File: config.mk
export PLATFORM = sky130hd
export DESIGN_NAME = fhl_fault_history_log
export DESIGN_NICKNAME = d
export VERILOG_FILES = /design/src/hdl/fhl_pkg.sv /design/src/hdl/fhl_fault_history_log.sv
export SDC_FILE = /design/constraint.sdc
export NUM_CORES = 1
export LEC_CHECK = 0
export BUFFER_PORTS_ARGS = -buffer_cell sky130_fd_sc_hd__buf_2
export CAP_MARGIN = 20
export CORE_ASPECT_RATIO = 1.1
export CORE_UTILIZATION = 25
export CTS_CLUSTER_DIAMETER = 100
export DETAILED_ROUTE_END_ITERATION = 12
export PLACE_DENSITY = 0.37
export SLEW_MARGIN = 20
export SYNTH_ARGS = -nofsm -noshare
export SYNTH_HDL_FRONTEND = slang
export SYNTH_SLANG_ARGS = --single-unit
File: constraint.sdc
create_clock -name clk_sys_in -period 6.51 [get_ports clk_sys_in]
set_input_delay 0 -clock clk_sys_in [delete_from_list [all_inputs] [get_ports clk_sys_in]]
set_output_delay 0 -clock clk_sys_in [all_outputs]
set_load 0.02 [all_outputs]
File: src/hdl/fhl_pkg.sv
// package for the fault history log: object map, entry layout, timing
// =====================================================================
// Function
// RQ1: keep the latest sixteen faults with timestamps, held across power loss; here reset empties the log.
// RQ2: newest fault sits at first position, oldest at last position.
// RQ3: when full, drop oldest, shift all down, insert new fault first.
// RQ4: master reaches log via SDO to object 1003h; device serves it.
// RQ5: reading sub-index 00h returns depth, always sixteen.
// RQ6: sub-indexes 01h..10h return entries, newest lowest, oldest highest.
// RQ7: each entry is a 32-bit fault plus timestamp word.
// RQ8: first byte fault code, next byte generic fault indication as in emergencies.
// RQ9: an empty position reads back as zero.
// RQ10: timestamp is current free-running 16-bit hour counter value.
// RQ11: writing zero to sub-index 00h erases all entries.
// RQ12: after clear, all bytes of sub-indexes 01h..10h read zero; a fault in the same cycle as the clear still lands at sub-index 01h.
// RQ13: 16-bit hour stamp fills the two bytes after code and generic bytes.
package fhl_pkg;
    localparam logic [15:0] FHL_OBJ_INDEX = 16'h1003;
    localparam logic [7:0] FHL_SUB_DEPTH = 8'h00;
    localparam logic [7:0] FHL_SUB_FIRST = 8'h01;
    localparam logic [7:0] FHL_SUB_LAST = 8'h10;
    localparam logic [7:0] FHL_DEPTH_VALUE = 8'h10;
    localparam logic [7:0] FHL_CLEAR_VALUE = 8'h00;
    localparam logic [31:0] FHL_EMPTY_ENTRY = 32'h0000_0000;
    // generic fault indication byte, shared with the emergency message
    localparam logic [7:0] FHL_GENERIC_FAULT = 8'h01;
    localparam int FHL_CLK_HZ = 100_000_000;
    localparam int FHL_HOUR_S = 3600;

    typedef struct packed {
        logic [7:0] code;
        logic [7:0] generic;
        logic [15:0] hours;
    } fhl_entry_s;

    typedef struct packed {
        logic valid;
        logic write;
        logic [15:0] index;
        logic [7:0] sub;
        logic [31:0] data;
    } fhl_sdo_req_s;

    typedef struct packed {
        logic valid;
        logic abort;
        logic [31:0] data;
    } fhl_sdo_rsp_s;
endpackage

File: src/hdl/fhl_fault_history_log.sv
// fault history log core: sixteen-deep shifting log served over sdo
`timescale 1ns/1ps
`default_nettype none
module fhl_fault_history_log #(
    parameter int DEPTH = 16,
    parameter longint HOUR_CYCLES = 64'(fhl_pkg::FHL_CLK_HZ) * fhl_pkg::FHL_HOUR_S
) (
    input wire logic clk_sys_in,
    input wire logic reset_n_in,
    input wire logic fault_valid_in,
    input wire logic [7:0] fault_code_in,
    input wire fhl_pkg::fhl_sdo_req_s sdo_req_in,
    output fhl_pkg::fhl_sdo_rsp_s sdo_rsp_out,
    output logic [15:0] hour_count_out,
    output logic clear_done_out
);
    import fhl_pkg::*;

    // the object map fixes sixteen entries; any other depth cannot be served
    if (DEPTH != 16 || HOUR_CYCLES < 1) begin : g_bad_params
        $error("fhl: unsupported parameters");
    end

    // =================================================================
    // hour counter
    // =================================================================
    logic [63:0] tick;
    logic [63:0] next_tick;
    logic [15:0] hours;
    logic [15:0] next_hours;

    always_comb begin
        next_tick = tick + 64'h1;
        next_hours = hours;
        if (next_tick >= 64'(HOUR_CYCLES)) begin
            next_tick = '0;
            next_hours = hours + 16'h0001; // see RQ10
        end
    end

    always_ff @(posedge clk_sys_in or negedge reset_n_in) begin
        if (!reset_n_in) begin
            tick <= '0;
            hours <= '0;
        end else begin
            tick <= next_tick;
            hours <= next_hours;
        end
    end

    // =================================================================
    // log storage
    // =================================================================
    // retention across power loss is the storage macro's job; this array
    // models it and is wiped only by reset or an explicit clear
    fhl_entry_s log_mem [DEPTH]; // see RQ1
    fhl_entry_s next_log_mem [DEPTH];
    logic is_clear;
    logic next_is_clear;

    function automatic logic sdo_hits(input fhl_sdo_req_s r, input logic [7:0] s);
        sdo_hits = r.valid && r.index == FHL_OBJ_INDEX && r.sub == s;
    endfunction

    always_comb begin
        next_is_clear = 1'b0;
        for (int i = 0; i < DEPTH; i++) begin
            next_log_mem[i] = log_mem[i];
        end
        if (sdo_hits(sdo_req_in, FHL_SUB_DEPTH) && sdo_req_in.write
            && sdo_req_in.data[7:0] == FHL_CLEAR_VALUE) begin
            // clear first, then a fault in the same cycle still lands
            for (int i = 0; i < DEPTH; i++) begin
                next_log_mem[i] = FHL_EMPTY_ENTRY; // see RQ11 RQ12 RQ9
            end
            next_is_clear = 1'b1;
        end
        if (fault_valid_in) begin
            for (int i = DEPTH - 1; i > 0; i--) begin
                next_log_mem[i] = next_log_mem[i - 1]; // see RQ3
            end
            next_log_mem[0].code = fault_code_in; // see RQ2 RQ8
            next_log_mem[0].generic = FHL_GENERIC_FAULT; // see RQ8
            next_log_mem[0].hours = hours; // see RQ10 RQ13
        end
    end

    always_ff @(posedge clk_sys_in or negedge reset_n_in) begin
        if (!reset_n_in) begin
            for (int i = 0; i < DEPTH; i++) begin
                log_mem[i] <= FHL_EMPTY_ENTRY;
            end
            is_clear <= 1'b0;
        end else begin
            for (int i = 0; i < DEPTH; i++) begin
                log_mem[i] <= next_log_mem[i];
            end
            is_clear <= next_is_clear;
        end
    end

    // =================================================================
    // sdo answer
    // =================================================================
    fhl_sdo_rsp_s rsp;
    fhl_sdo_rsp_s next_rsp;
    logic [7:0] slot;

    always_comb begin
        slot = sdo_req_in.sub - FHL_SUB_FIRST;
        next_rsp = '0;
        if (sdo_req_in.valid) begin
            next_rsp.valid = 1'b1;
            if (sdo_req_in.index != FHL_OBJ_INDEX) begin
                next_rsp.abort = 1'b1; // see RQ4
            end else if (sdo_req_in.sub == FHL_SUB_DEPTH) begin
                if (sdo_req_in.write) begin
                    next_rsp.abort = sdo_req_in.data[7:0] != FHL_CLEAR_VALUE;
                end else begin
                    next_rsp.data = 32'(FHL_DEPTH_VALUE); // see RQ5
                end
            end else if (sdo_req_in.sub >= FHL_SUB_FIRST && sdo_req_in.sub <= FHL_SUB_LAST
                         && !sdo_req_in.write) begin
                next_rsp.data = log_mem[slot[3:0]]; // see RQ6 RQ7
            end else begin
                next_rsp.abort = 1'b1;
            end
        end
    end

    always_ff @(posedge clk_sys_in or negedge reset_n_in) begin
        if (!reset_n_in) begin
            rsp <= '0;
        end else begin
            rsp <= next_rsp;
        end
    end

    assign sdo_rsp_out = rsp;
    assign hour_count_out = hours;
    assign clear_done_out = is_clear;
endmodule
`default_nettype wire

==> out/metrics.csv, run 1 <==
stage,metric,value,unit
logic_synthesis,synth-edff-count,0,
power,p_leak,16.6,nW
floorplan,die_area,0.121,mm2
power,seqPwrFrac,45.9,%
critical_path,crit_end,hour_count_out[13],
critical_path,path_cells,nand4_1 > nor2_1 > nand4_1 > nor4_1 > a31oi_1 > or4_1 > or4_1 > buf_4 > nor3b_1 > xor2_1,
global_routing,grt_pass1_wl,118000,um
cells_and_area,n_fill_cell,12000,
power,power.density,297,mW/mm2
placement,port_buffers,95,
logic_synthesis,synth_seq_area_share,52.5,%
cells_and_area,final_cells,4188,
placement,place_congestion,0.736,
floorplan,io_pins,120,
global_routing,grt-ovfl-total,0,
timing,worstMarginPinSlew,1120,ps
detailed_routing,drc,0,
logic_synthesis,yosys.area.top_type,dfrtp_1,
logic_synthesis,syn_avg_cell_area,11.8,um2
critical_path,reg2reg_to,hour_count_out[13],
logic_synthesis,yosysTopAreaCellShare,52.5,%
timing,layout_min_cycle_time,4340,ps
logic_synthesis,ys_top_cells_by_count,"dfrtp_1, nor2_1, mux2i_1",
detailed_routing,drtAntennaViolNets,0,
critical_path,r2r_cells,10,
clock_network,cts_buffers,78,
cells_and_area,area_growth_syn_to_layout,16.5,%
critical_path,worst_setup_path_start_kind,flip-flop,
timing,max_freq,231,MHz
logic_synthesis,ys_seq_elements,627,
cells_and_area,multiInputGateArea,0.0135,mm2
critical_path,cp_max_fo,55,
timing,hold_viol,12,
global_routing,grt_max_degree,168,
clock_network,htreeDepth,3,
timing,finalSetupViolations,0,
detailed_routing,initialDrtViolationCount,1018,
timing,whs,-66.8,ps
status,violations,hold timing,
cells_and_area,nNetsFinal,2661,
detailed_routing,drt_first_pass_iters,5,
power,p_int,7.66,mW
timing,grt_setup_unrepaired,false,
critical_path,cpPeakStageDelay,590,ps
detailed_routing,routed_wl,72300,um
clock_network,clock-sinks,627,
placement,dp.final_hpwl,41400,um
logic_synthesis,yosysWarnings,0,
critical_path,critPathLaunch,tick[12],
status,status,"complete, but fails checks",
critical_path,path_class,flip-flop to flip-flop,
logic_synthesis,synth_cell_types,57,
critical_path,reg2reg_from,tick[12],
logic_synthesis,syn_inst,2526,
timing,max_slew_margin,25.1,%
run,cap_violations,0,
power,clock_power_share,42.1,%
logic_synthesis,ys.flop_type,dfrtp_1,
floorplan,die_h,365,um
detailed_routing,vias_per_cell,4.62,
placement,placedCellCount,4029,
floorplan,num_rows,132,
clock_network,cts-root-buf,clkbuf_16,
cells_and_area,drive_above_1_share,14.4,%
critical_path,cp.arrival,4860,ps
global_routing,antenna_found_initial,2,
power,p_comb_share,12.0,%
detailed_routing,wl_per_cell,17.3,um
logic_synthesis,synth.most_common_cell,dfrtp_1,
logic_synthesis,synth_area_leaders,"dfrtp_1, mux2i_1, mux4_2",
critical_path,cp-end-kind,flip-flop,
critical_path,crit_required,7030,ps
floorplan,start_util,25.3,%
clock_network,cts_resized,0,
timing,finalSetupTns,0,ps
timing,finClkSkew,31.8,ps
detailed_routing,vias,19300,
clock_network,clockBufferDepth,3,
clock_network,post-cts-setup-buffers,0,
clock_network,cts_tree,done,
floorplan,core_area,0.118,mm2
global_routing,grt.total_usage,12.2,%
floorplan,dieWidth,332,um
cells_and_area,seq_area,0.0157,mm2
clock_network,clk_pin_slew,50,ps
hold_path,worstHoldPathType,input port to asynchronous set/reset pin,
critical_path,crit_slowest_cell,nor4_1,
global_routing,grt_pass1_vias,20000,
clock_network,worstSkewPairLatency,650,ps
power,switchingPower,2.68,mW
power,ir_drop,0.161,mV
timing,slew_viol_final,0,
power,power_switching_share,25.9,%
logic_synthesis,synth-async-reset-ratio,100,%
logic_synthesis,syn_area,0.0299,mm2
timing,finalCritPeriodShare,66.6,%
critical_path,r2r_setup_slack,2170,ps
## sequential cells by signal, summed over array words and instances, names as in the netlist
name / cells
clear_done_out: 1
hour_count_out: 16
log_mem: 512
sdo_rsp_out: 34
tick: 64
## placed cells by master, fill, tap and decap left out, types with 19 or more instances in the layout
master,Yosys,routed
a211oi_1,64,64
and3_1,30,30
buf_2,5,92
clkbuf_1,155,21
clkbuf_16,0,80
conb_1,1,25
dfrtp_1,627,627
dlygate4sd3_1,0,19
mux2i_1,518,518
mux4_2,128,128
nand2_1,83,83
nand3_1,39,39
nand4_1,37,37
nor2_1,547,547
nor2b_1,36,36
o21ai_0,26,26
xnor2_1,37,35
xor2_1,24,24
## how the worst min path moves through the flow
| stage | from | to | cells after the start |
|---|---|---|---|
| 2_1_floorplan | reset_n_in | clear_done_out | 0 |
| 3_3_place_gp | reset_n_in | log_mem[8] | 1 |
| 3_5_place_dp | reset_n_in | log_mem[8] | 1 |
| 4_1_cts | reset_n_in | log_mem[72] | 2 |
| 5_1_grt | reset_n_in | log_mem[8] | 2 |
| 6_report | reset_n_in | log_mem[8] | 2 |
## worst max-delay path, delay by kind of cell (launching register included)
kind | cells | cell delay, ps
AND/OR/NAND/NOR | 7 | 3060
XOR/XNOR | 1 | 130
AO/OA/AOI/OAI | 1 | 160
buffers and inverters | 1 | 330
flip-flops | 1 | 490
## stage by stage
step / utilization [%] / hold WS [ps] / cell area [um2] / power, mW / setup WS, ps
after floorplan: - / -296 / 30000 / 5.65 / 2880
after global placement: 27.1 / 108 / 32000 / 6.00 / 2070
after detailed placement: 27.1 / 120 / 32000 / 6.08 / 2040
after CTS: 29.5 / 21.1 / 34800 / 10.6 / 2010
after global routing: 29.5 / 100 / 34800 / 10.9 / 1710
final: 29.5 / -66.8 / 34800 / 10.3 / 2170
## layer usage
layer	global-route usage, %	share of wire, %	up-vias
met2	19.7	47	262
met3	1.83	3.1	108
met5	0	0	-
met4	4.23	2.3	0
li1	-	-	9065
met1	16.6	48	9909
## repair_timing
action / 4_1_cts / 5_1_grt
endpoints found under the setup margin: 0 / 0
hold buffers: 19 / 0
endpoints found under the hold margin: 157 / 0
## kinds of logic (layout without fill, tap and decap cells)
kind of cell             after synthesis  in the layout  share of synthesized area (%)
multiplexers                         649            649                           27.1
other                                  1             27                         0.0125
XOR/XNOR                              61             61                           1.79
flip-flops                           627            627                           52.5
adder cells (fa/ha/maj)                5              5                          0.209
AO/OA/AOI/OAI                        133            133                           3.08
AND/OR/NAND/NOR                      857            857                           12.7
buffers and inverters                193            288                           2.56
## area by class of cell
type	count	share of cell area (%)
Tap cell	1541	5.54
Inverter	9	0.119
Antenna cell	2	0.0144
Multi-Input combinational cell	1730	38.9
Timing Repair Buffer	141	2.94
Sequential cell	627	45.1
Clock buffer	114	6.49
Clock inverter	24	0.881
## power groups by stage
stage                     logic [mW]  clock network [mW]  registers [mW]
final                           1.24                4.35            4.75
after global routing            1.40                4.70            4.82
after floorplan                0.958                   0            4.69
after detailed placement        1.26                   0            4.82
after CTS                       1.27                4.55            4.75
after global placement          1.22                   0            4.78
Note: power is estimated with default switching activity, not from simulation.
==> inputs of run 2 (changes only) <==
--- a/config.mk
+++ b/config.mk
@@ -5,13 +5,14 @@
 export SDC_FILE = /design/constraint.sdc
 export NUM_CORES = 1
 export LEC_CHECK = 0
+export ABC_AREA = 1
 export BUFFER_PORTS_ARGS = -buffer_cell sky130_fd_sc_hd__buf_2
 export CAP_MARGIN = 20
 export CORE_ASPECT_RATIO = 1.1
 export CORE_UTILIZATION = 25
 export CTS_CLUSTER_DIAMETER = 100
 export DETAILED_ROUTE_END_ITERATION = 12
-export PLACE_DENSITY = 0.37
+export PLACE_DENSITY = 0.38
 export SLEW_MARGIN = 20
 export SYNTH_ARGS = -nofsm -noshare
 export SYNTH_HDL_FRONTEND = slang
==> constraint.sdc (replaced) <==
create_clock -name clk_sys_in -period 3.8 [get_ports clk_sys_in]
set_input_delay 0 -clock clk_sys_in [delete_from_list [all_inputs] [get_ports clk_sys_in]]
set_output_delay 0 -clock clk_sys_in [all_outputs]
set_load 0.02 [all_outputs]
==> out/metrics.csv, run 2 <==
stage,metric,value,unit,change
power,ir_drop,0.266,mV,was 0.161 mV
floorplan,core_area,0.121,mm2,was 0.118 mm2
clock_network,worstSkewPairLatency,640,ps,was 650 ps
clock_network,post-cts-setup-buffers,0,,unchanged
clock_network,clockBufferDepth,3,,unchanged
cells_and_area,largest_reg_flops,512,,unchanged
clock_network,clock-sinks,627,,unchanged
detailed_routing,drc,0,,unchanged
timing,max_slew_margin,11.5,%,was 25.1%
logic_synthesis,synth-async-reset-ratio,100,%,unchanged
detailed_routing,drt_first_pass_iters,5,,unchanged
critical_path,cp_top_family,buffers and inverters,,was simple AND/OR/NAND/NOR gates
critical_path,crit_slowest_cell,dlygate4sd3_1,,was nor4_1
critical_path,r2r_cells,18,,was 10
critical_path,worst_setup_path_start_kind,input port,,was flip-flop
clock_network,cts-root-buf,clkbuf_16,,unchanged
status,status,finished clean,,"was complete, but fails checks"
detailed_routing,routed_wl,97100,um,"was 72,300 um"
floorplan,dieWidth,336,um,was 332 um
floorplan,start_util,25.2,%,was 25.3%
global_routing,antenna_found_initial,2,,unchanged
critical_path,path_buf_inv,6,,was 1
clock_network,clk_pin_slew,60,ps,was 50 ps
logic_synthesis,ys_seq_elements,627,,unchanged
critical_path,cp-end-kind,flip-flop,,unchanged
timing,layout_min_cycle_time,3420,ps,
timing,finClkSkew,14.9,ps,was 31.8 ps
global_routing,grt-ovfl-total,0,,unchanged
logic_synthesis,yosysTopAreaCellShare,51.2,%,was 52.5%
placement,dp.final_hpwl,56000,um,"was 41,400 um"
cells_and_area,final_cells,5556,,"was 4,188"
logic_synthesis,ys.flop_type,dfrtp_1,,unchanged
placement,place_congestion,0.859,,was 0.736
critical_path,critPathLaunch,sdo_req_in[32],,was tick[12]
logic_synthesis,yosys.area.top_type,dfrtp_1,,unchanged
critical_path,cp.depth,12,,was 10
timing,slew_viol_final,0,,unchanged
floorplan,die_h,369,um,was 365 um
cells_and_area,nNetsFinal,3939,,"was 2,661"
power,power.density,459,mW/mm2,was 297 mW/mm2
timing,worstMarginPinSlew,1330,ps,was 1120 ps
logic_synthesis,synth_seq_area_share,51.2,%,was 52.5%
critical_path,reg2reg_from,tick[0],,was tick[12]
cells_and_area,layout_common_cells,"nand2_1, dfrtp_1, nand3_1, o21ai_0, a21oi_1",,"was dfrtp_1, nor2_1, mux2i_1, mux4_2, buf_2"
timing,finalCritPeriodShare,90.0,%,
timing,finalSetupViolations,0,,unchanged
detailed_routing,wl_per_cell,17.5,um,was 17.3 um
run,cap_violations,0,,unchanged
timing,grt_setup_unrepaired,false,,unchanged
critical_path,cp_max_fo,76,,was 55
detailed_routing,drtAntennaViolNets,0,,unchanged
logic_synthesis,ys_top_cells_by_count,"nand2_1, dfrtp_1, nand3_1",,"was dfrtp_1, nor2_1, mux2i_1"
logic_synthesis,syn_inst,3877,,"was 2,526"
cells_and_area,area_growth_syn_to_layout,16.6,%,was 16.5%
logic_synthesis,yosysWarnings,0,,unchanged
global_routing,grt_max_degree,234,,was 168
critical_path,crit_required,4370,ps,was 7030 ps
floorplan,io_pins,120,,unchanged
global_routing,grt.total_usage,15.8,%,was 12.2%
global_routing,grt_pass1_vias,26600,,was 20.0k
detailed_routing,initialDrtViolationCount,1828,,"was 1,018"
placement,placedCellCount,5390,,"was 4,029"
hold_path,worstHoldPathType,input port to asynchronous set/reset pin,,unchanged
clock_network,hold_buffers,27,,was 19
critical_path,path_cells,dlygate4sd3_1 > buf_8 > inv_8 > ha_4 > inv_8 > buf_12 > a21oi_1 > a32o_1 > o211ai_1 > nand3_1 > a211oi_1 > dlygate4sd3_1,,was nand4_1 > nor2_1 > nand4_1 > nor4_1 > a31oi_1 > or4_1 > or4_1 > buf_4 > nor3b_1 > xor2_1
cells_and_area,layout_commonest_cell,nand2_1,,was dfrtp_1
critical_path,cpPeakStageDelay,570,ps,was 590 ps
floorplan,die_area,0.124,mm2,was 0.121 mm2
timing,hold_viol,0,,was 12
cells_and_area,drive_above_1_share,8.47,%,was 14.4%
cells_and_area,top_register,log_mem,,unchanged
clock_network,cts_resized,0,,unchanged
detailed_routing,vias,26200,,was 19.3k
clock_network,cts_buffers,78,,unchanged
timing,max_freq,292,MHz,
detailed_routing,vias_per_cell,4.71,,was 4.62
floorplan,num_rows,134,,was 132
logic_synthesis,syn_area,0.0306,mm2,was 0.0299 mm2
timing,setup_ws,380,ps,was 2170 ps
power,p_leak,15.0,nW,was 16.6 nW
logic_synthesis,synth_cell_types,37,,was 57
placement,port_buffers,95,,unchanged
critical_path,path_class,input port to flip-flop,,was flip-flop to flip-flop
logic_synthesis,synth-edff-count,0,,unchanged
logic_synthesis,syn_avg_cell_area,7.90,um2,was 11.8 um2
clock_network,cts_tree,done,,unchanged
global_routing,grt_pass1_wl,156000,um,"was 118,000 um"
logic_synthesis,synth_area_leaders,"dfrtp_1, nand2_1, nand3_1",,"was dfrtp_1, mux2i_1, mux4_2"
clock_network,htreeDepth,3,,unchanged
logic_synthesis,synth.most_common_cell,nand2_1,,was dfrtp_1
timing,finalSetupTns,0,ps,unchanged
critical_path,cp.arrival,3990,ps,was 4860 ps
placement,dp_worst_setup_slack,575,ps,was 2040 ps
## run 2: where the power goes
part | leakage [nW] | switching [mW] | internal, mW
logic | 5.28 | 1.14 | 0.534
registers | 8.49 | 0.242 | 7.05
clock network | 1.26 | 2.97 | 4.47
## run 2: final timing paths
path	to	slack, ps
min reg2reg	tick[0]	490
max in group asynchronous	sdo_rsp_out[5]	2640
min	log_mem[146]	20
max	sdo_rsp_out[4]	380
max reg2reg	tick[8]	660
min in group clk_sys_in	sdo_rsp_out[22]	50
## run 2: worst register-to-register path, cell delays in order, from the launching register on
cell	delay, ps
dfrtp_1	390
ha_1	210
nand2_2	80
nor2_4	140
nand2_2	120
nor2_2	420
buf_4	210
nand2_2	80
nand2_1	60
nand2_1	70
a21oi_1	120
nand2_1	60
nor2_1	210
nand3_1	110
nand3_1	100
nand2_2	90
nand2_4	270
buf_12	220
nor2_1	60
## run 2: logic make-up (layout without fill, tap and decap cells)
logic type                 count (synthesis)  after routing  synth area share (%)
other                                      1             27                0.0122
buffers and inverters                    475            496                  5.97
DFF                                      627            627                  51.2
xor gates and xnor gates                  40             40                  1.14
adders and majority gates                  5              5                 0.204
AOI/OAI and AO/OA                        976            976                  17.3
and+or+nand+nor                         1753           1753                  24.2
## run 2: per-layer routing
| metal | wire length [um] | global-route usage, % | vias to the layer above |
|---|---|---|---|
| met5 | 0 | 0 | - |
| met4 | 1880 | 4.48 | 0 |
| met3 | 3170 | 1.94 | 97 |
| met2 | 44700 | 25.5 | 377 |
| met1 | 47300 | 22.1 | 12700 |
| li1 | - | - | 13000 |
## run 2: area by class of cell
cell class              instances  area [um2]
fillers                     13300       85700
flip-flops and latches        627       15700
multi-input cells            2799       13300
clock buffers                 115        2310
well taps                    1632        2040
repair buffers                183        1510
inverters                     176         686
clock inverters                22         214
diodes                          2        5.00
## run 2: through the flow
step | power [mW] | area [um2] | util, % | hold WS [ps]
4_1_cts | 16.8 | 35700 | 29.4 | 4.04
2_1_floorplan | 8.40 | 30700 | - | -296
5_1_grt | 17.3 | 35700 | 29.4 | 78.7
6_report | 16.4 | 35700 | 29.4 | 22.2
3_3_place_gp | 9.10 | 32900 | 27.1 | 103
3_5_place_dp | 9.10 | 32900 | 27.1 | 112
